`config.mk`:
```
export PLATFORM = sky130hd
export DESIGN_NAME = qpfe_core
export DESIGN_NICKNAME = d
export VERILOG_FILES = /design/src/rtl/qpfe_pkg.sv /design/src/rtl/qpfe_bank_decode.sv /design/src/rtl/qpfe_core.sv
export VERILOG_INCLUDE_DIRS = /design/src /design/src/rtl
export SDC_FILE = /design/constraint.sdc
export NUM_CORES = 1
export LEC_CHECK = 0
export ABC_CLOCK_PERIOD_IN_PS = 4900
export BUFFER_PORTS_ARGS = -buffer_cell sky130_fd_sc_hd__buf_2
export CAP_MARGIN = 20
export CORE_MARGIN = 5
export CORE_UTILIZATION = 58
export CTS_BUF_LIST = sky130_fd_sc_hd__clkbuf_8
export DETAILED_ROUTE_END_ITERATION = 16
export GPL_TIMING_DRIVEN = 1
export HOLD_SLACK_MARGIN = 0.1
export PLACE_DENSITY_LB_ADDON = 0.25
export SLEW_MARGIN = 15
export SYNTH_ARGS = -nofsm -noshare
export SYNTH_HDL_FRONTEND = slang
export SYNTH_SLANG_ARGS = --single-unit
```
`constraint.sdc`:
```
create_clock -name clk_i -period 4.9 [get_ports clk_i]
set_input_delay 0.98 -clock clk_i [delete_from_list [all_inputs] [get_ports clk_i]]
set_output_delay 0.98 -clock clk_i [all_outputs]
set_load 0.01 [all_outputs]
```
`src/rtl/qpfe_cfg.svh`:
```
`ifndef QPFE_CFG_SVH
`define QPFE_CFG_SVH

// ==========================================================
// Widths
`define QPFE_PC_W 13
`define QPFE_IMPL_AW 12
`define QPFE_WORD_W 14
`define QPFE_FILE_AW 7
`define QPFE_DATA_AW 9

// ==========================================================
// Vectors and reset values
`define QPFE_RESET_VEC 13'h0000
`define QPFE_IRQ_VEC 13'h0004
`define QPFE_PC_STEP 13'h0001
`define QPFE_WORD_RST 14'h0000

// ==========================================================
// Data map: bank bits sit above the 7-bit file offset
`define QPFE_SFR_TOP 7'h20
`define QPFE_COMMON_BASE 7'h70
`define QPFE_MIR_INDF 7'h00
`define QPFE_MIR_PCL 7'h02
`define QPFE_MIR_STATUS 7'h03
`define QPFE_MIR_FSR 7'h04
`define QPFE_MIR_PCLATH 7'h0a
`define QPFE_MIR_INTCON 7'h0b

`endif

```
`src/rtl/qpfe_pkg.sv`:
```
package qpfe_pkg;

  typedef enum logic [3:0] {
    PH_ONE = 4'h1,
    PH_TWO = 4'h2,
    PH_THREE = 4'h4,
    PH_FOUR = 4'h8
  } qpfe_phase_t;

  typedef struct packed {
    qpfe_phase_t phase;
    logic [12:0] pc;
    logic [12:0] fetch;
    logic [13:0] ir;
    logic primed;
    logic exec_valid;
    logic redir;
    logic vector_taken;
    logic [12:0] ret_addr;
    logic data_rd;
    logic data_wr;
    logic [8:0] data_addr;
    logic sfr_sel;
    logic gpr_sel;
  } qpfe_state_t;

endpackage

```
`src/rtl/qpfe_bank_decode.sv`:
```
`timescale 1ns/1ps
`include "qpfe_cfg.svh"

module qpfe_bank_decode (
  input wire logic bank_select_high_i,
  input wire logic bank_select_low_i,
  input wire logic [6:0] file_addr_i,
  output logic [8:0] phys_addr_o,
  output logic sfr_sel_o,
  output logic gpr_sel_o
);

  logic mirrored;
  logic common;

  // ==========================================================
  // Bank map
  always_comb begin
    // High-use registers exist once, in bank 0
    mirrored = (file_addr_i == `QPFE_MIR_INDF) || (file_addr_i == `QPFE_MIR_PCL) ||
               (file_addr_i == `QPFE_MIR_STATUS) || (file_addr_i == `QPFE_MIR_FSR) ||
               (file_addr_i == `QPFE_MIR_PCLATH) || (file_addr_i == `QPFE_MIR_INTCON);
    // Top of every bank folds onto the bank 0 RAM
    common = (file_addr_i >= `QPFE_COMMON_BASE);
    sfr_sel_o = (file_addr_i < `QPFE_SFR_TOP);
    gpr_sel_o = !sfr_sel_o;
    if (mirrored || common) begin
      phys_addr_o = {2'h0, file_addr_i};
    end else begin
      phys_addr_o = {bank_select_high_i, bank_select_low_i, file_addr_i};
    end
  end

endmodule

```
`src/rtl/qpfe_core.sv`:
```
`timescale 1ns/1ps
`include "qpfe_cfg.svh"

module qpfe_core
  import qpfe_pkg::*;
(
  input wire logic clk_i,
  input wire logic rst_i,
  input wire logic [13:0] prog_word_i,
  input wire logic branch_i,
  input wire logic [12:0] branch_target_i,
  input wire logic irq_i,
  input wire logic bank_select_high_i,
  input wire logic bank_select_low_i,
  output logic phase_one_o,
  output logic phase_two_o,
  output logic phase_three_o,
  output logic phase_four_o,
  output logic [11:0] prog_addr_o,
  output logic [12:0] pc_o,
  output logic [13:0] instr_o,
  output logic exec_valid_o,
  output logic vector_taken_o,
  output logic [12:0] ret_addr_o,
  output logic data_rd_o,
  output logic data_wr_o,
  output logic [8:0] data_addr_o,
  output logic sfr_sel_o,
  output logic gpr_sel_o
);

  qpfe_state_t s;
  qpfe_state_t next_s;
  logic [8:0] phys_addr;
  logic sfr_sel;
  logic gpr_sel;
  logic branch_take;
  logic irq_take;

  // ==========================================================
  // Data bank decode
  qpfe_bank_decode u_bank (
    .bank_select_high_i(bank_select_high_i),
    .bank_select_low_i(bank_select_low_i),
    .file_addr_i(s.ir[6:0]),
    .phys_addr_o(phys_addr),
    .sfr_sel_o(sfr_sel),
    .gpr_sel_o(gpr_sel)
  );

  // ==========================================================
  // Sequencer
  always_comb begin
    next_s = s;
    // Redirects are sampled only at the last phase, so the execution unit has phases one to four to settle
    branch_take = (s.phase == PH_FOUR) && s.exec_valid && branch_i;
    // A branch in flight wins; the interrupt waits one cycle rather than losing its target
    irq_take = (s.phase == PH_FOUR) && irq_i && !branch_take && s.primed;
    next_s.redir = 1'b0;
    next_s.vector_taken = 1'b0;
    next_s.data_rd = (s.phase == PH_ONE) && s.exec_valid;
    next_s.data_wr = (s.phase == PH_THREE) && s.exec_valid;
    next_s.data_addr = phys_addr;
    next_s.sfr_sel = sfr_sel;
    next_s.gpr_sel = gpr_sel;
    case (s.phase)
      PH_ONE: begin
        next_s.phase = PH_TWO;
      end
      PH_TWO: begin
        next_s.phase = PH_THREE;
      end
      PH_THREE: begin
        next_s.phase = PH_FOUR;
      end
      PH_FOUR: begin
        next_s.phase = PH_ONE;
        next_s.ir = prog_word_i;
        // Overlapped fetch keeps the next word ready unless it was the wrong one or the pipeline is not yet primed after reset
        next_s.exec_valid = s.primed && !branch_take && !irq_take;
        next_s.primed = 1'b1;
        if (branch_take) begin
          next_s.fetch = branch_target_i;
          next_s.pc = branch_target_i + `QPFE_PC_STEP;
          next_s.redir = 1'b1;
        end else if (irq_take) begin
          next_s.fetch = `QPFE_IRQ_VEC;
          next_s.pc = `QPFE_IRQ_VEC + `QPFE_PC_STEP;
          next_s.redir = 1'b1;
          next_s.vector_taken = 1'b1;
          // Flushed word is the one to resume at
          next_s.ret_addr = s.fetch;
        end else begin
          next_s.fetch = s.pc;
          next_s.pc = s.pc + `QPFE_PC_STEP;
        end
      end
      default: begin
        next_s.phase = PH_ONE;
      end
    endcase
  end

  always_ff @(posedge clk_i or posedge rst_i) begin
    if (rst_i) begin
      // Parked in phase four so the first edge fetches the reset vector
      s.phase <= PH_FOUR;
      s.pc <= `QPFE_RESET_VEC;
      s.fetch <= `QPFE_RESET_VEC;
      s.ir <= `QPFE_WORD_RST;
      s.primed <= 1'b0;
      s.exec_valid <= 1'b0;
      s.redir <= 1'b0;
      s.vector_taken <= 1'b0;
      s.ret_addr <= `QPFE_RESET_VEC;
      s.data_rd <= 1'b0;
      s.data_wr <= 1'b0;
      s.data_addr <= 9'h000;
      s.sfr_sel <= 1'b0;
      s.gpr_sel <= 1'b0;
    end else begin
      s <= next_s;
    end
  end

  // ==========================================================
  // Outputs
  assign phase_one_o = s.phase[0];
  assign phase_two_o = s.phase[1];
  assign phase_three_o = s.phase[2];
  assign phase_four_o = s.phase[3];
  // Upper address bit ignored: the 4K array simply aliases
  assign prog_addr_o = s.fetch[11:0];
  assign pc_o = s.pc;
  assign instr_o = s.ir;
  assign exec_valid_o = s.exec_valid;
  assign vector_taken_o = s.vector_taken;
  assign ret_addr_o = s.ret_addr;
  assign data_rd_o = s.data_rd;
  assign data_wr_o = s.data_wr;
  assign data_addr_o = s.data_addr;
  assign sfr_sel_o = s.sfr_sel;
  assign gpr_sel_o = s.gpr_sel;
endmodule

```
==> results.md <==
- Post-CTS sizing: 0
- Setup Skew: 0.01097 ns
- Min-delay src: instr_o[2]$_DFFE_PP0N_
- Met3 GRT Util: between 5 and 6%
- Post-synth ARST share: 100.0%
- RSZ-0062 raised after global routing: no
- Num rows: 29
- Syn Nets: roughly 440
- Synth unique cells: 49
- Initial antenna violation count: 0
- Ports: 104
- R2r setup slk: 2.08 ns
- Worst Max-Slew Pin Slew: roughly 0.85 ns
- Seq. cell area: between 1500 and 2000 um2
- Ranking of synthesized cells by area: dfrtp_1 48%, buf_4 12%, nand2_1 11%
- Die Y-Extent: 90.06 um
- First-pass GRT wire length: 14.32 mm
- Hold Path Depth: 0
- GRT overflow: 0
- Vias per cell: 5.559
- Outcome: complete, no violations
- Yosys warning total: 0
- GRT Overall Usage: 21.48%
- GP Congestion: around 0.84
- Clk buf depth: 2
- Syn_area_per_cell: between 9 and 10 um2
- Root Driver: clkbuf_8
- Area delta synth->final: 8.852%
- Port bufs: between 100 and 150
- Num Clock Sinks: 73
- Post-DR wirelength/cell: 16.04 um
- Die W: 90.06 um
- Multi-input logic area: 1350 um2
- Endpoints failing hold: 0
- WP data required: 5.18 ns
- CP Class: reg2reg
- Pins Over Slew Limit: 0
- Setup_tns: 0 ns
- Cells on worst reg2reg path: 7
- Area share of the largest cell type after synthesis: 48.47%
- Top FF cell, synth: dfrtp_1
- DRC viols: 0
- Hold Path Class: reg2reg
- Antenna cells: 0
- DP Cell Count: 512
- Worst-path clk slew: around 0.09 ns
- Post-DP HPWL: 5.961 mm
- P_leak: 2.067 nW
- Critical path fanouts, max: 38
- Die ar.: 8110 um2
- Reg2reg end: pc_o[2]$_DFFE_PP0N_
- Synthesized cell area: 3717 um2
- Initial Util: 59.22%
- Busiest grt layer: met2
- Final Net Count: 481
- Post-Route WL: 8.470 mm
- Power Density: roughly 340 nW/um2
- Crit end category: register
- Tot Pwr: between 0.001 and 0.0015 W
- Placeable Area: 6277 um2
- Number of global-route vias before repair: 2866
- Layout cell share with drive strength beyond 1: 30.16%
- EDFF count, synth: 0
- MaxCap Viol Count: 0
- Met2 usage: 35.00%
- CP startpoint kind: register
- Hold buffer count at CTS: 0
- Sequential fraction of the synthesis area: between 40% and 50%
- Setup Fix Bufs, Post-CTS: 0
- Final cell count without fillers: ~530
- Total number of vias: just under 3000
- Max-slew headroom: 43.10%
- Largest area contributor in the netlist: dfrtp_1
- First DRT Iteration DRCs: 278
- Crit share post-route: approximately 58%
- Synth Instances: 404
- Max Clk Rate: 0.3547 GHz
- TritonCTS clock tree: built
- Final antenna-violating net count: 0
- WHS Endpoint: data_addr_o[2]$_DFF_PP0_
- Final setup fails: 0
- H-tree depth: 3
- Fin crit period: 2.819 ns
- Clk_lat worst skew: 0.35 ns
- Peak VDD IR: roughly 0.18 mV
- Worst path arrival time: 3.10 ns
- First-pass iteration count of the detailed router: 4
- Critical R2R Launch: phase_four_o$_DFF_PP1_
- Pin count of the biggest net entering global routing: 42
- CTS Buf Count: 9
- Fillers: 579
- Grt met1 use: about 28%
- Seq cells post-synth: 73
[logic make-up (layout without fill, tap and decap cells)]
group                      Yosys count  count (layout)  synth area share (%)
DFF                                 73              73                 49.18
AOI/OAI and AO/OA                   56              56                 11.51
muxes                                1               1                0.2693
xor gates and xnor gates            11              11                 2.592
and+or+nand+nor                    181             181                 21.04
adders and majority gates            2               2                0.6731
buffers and inverters               80             127                 14.74
[metal layers]
metal | up-vias | share of wire [%] | wire length [um]
met5 | - | 0 | 0
met4 | 0 | 1.5 | 125
met3 | 11 | 6.9 | 587
met2 | 114 | 49 | 4154
met1 | 1421 | 43 | 3602
li1 | 1389 | - | -
[cell usage after synthesis (all sizes together) (5+ instances only)]
cell    count
nand2     106
buf        73
dfrtp      72
nor2       36
o21ai      14
a221oi     11
nand3      10
a21oi       9
xor2        8
and2        7
a31oi       5
nand4       5
[worst max-delay path, stage by stage (launching register included)]
cell and delay [ns]:
dfstp_2 0.58, nor4b_4 0.19, buf_4 0.41, nand4_1 0.68, inv_2 0.52, or3_1 0.16
a21oi_1 0.07, a21oi_1 0.13
[worst max-delay path by stage]
stage	from	endpoint	slack (ns)	depth (start not counted)
6_report	phase_four_o$_DFF_PP1_	pc_o[2]$_DFFE_PP0N_	2.08	7
5_1_grt	phase_four_o$_DFF_PP1_	pc_o[2]$_DFFE_PP0N_	1.86	7
4_1_cts	phase_four_o$_DFF_PP1_	pc_o[2]$_DFFE_PP0N_	2.12	7
3_5_place_dp	branch_i	pc_o[2]$_DFFE_PP0N_	2.10	7
3_3_place_gp	branch_i	pc_o[2]$_DFFE_PP0N_	2.20	7
2_1_floorplan	rst_i	data_addr_o[0]$_DFF_PP0_	2.07	1
[through the flow]
stage          cell area [um2]  hold slack [ns]  setup WS (ns)  util (%)
2_1_floorplan             3717           0.3909          2.068         -
3_3_place_gp              3835           0.4090          2.204     61.09
3_5_place_dp              3835           0.4065          2.099     61.09
4_1_cts                   4046           0.4263          2.117     64.46
5_1_grt                   4046           0.4459          1.860     64.46
6_report                  4046           0.4252          2.081     64.46
[layout by cell type (no fill, tap or decap), types with 4 or more instances in the layout]
master and instances:
nand2_1 105, buf_2 103, dfrtp_1 72, nor2_1 36, nand3_1 10, clkbuf_8 10
a21oi_1 9, o21ai_1 9, xor2_1 8, and2_1 6, a221oi_2 6, nand4_1 5
a221oi_1 5, o21ai_0 5, a31oi_1 5, nor3_1 4, buf_4 4
[power breakdown]
group	switching, W	internal (W)	leakage [nW]
registers	0.0000467	0.000650	0.904
logic	0.000113	0.0000783	1.06
clock network	0.000243	0.000256	0.101
[sequential cells by signal (all words and copies together) (netlist names), 2 cells and up]
name         flops
ret_addr_o      13
s                2
pc_o            13
data_addr_o      9
instr_o         14
prog_addr_o     12
[layout make-up]
cell class                      instances  area share [%]
Sequential cell                        73           45.18
Multi-Input combinational cell        251           33.36
Timing Repair Buffer                  107           13.48
Clock buffer                           10           3.401
Tap cell                               77           2.381
Clock inverter                          6           1.824
Inverter                                4          0.3711
No activity file was read; power rests on OpenSTA's default activity.
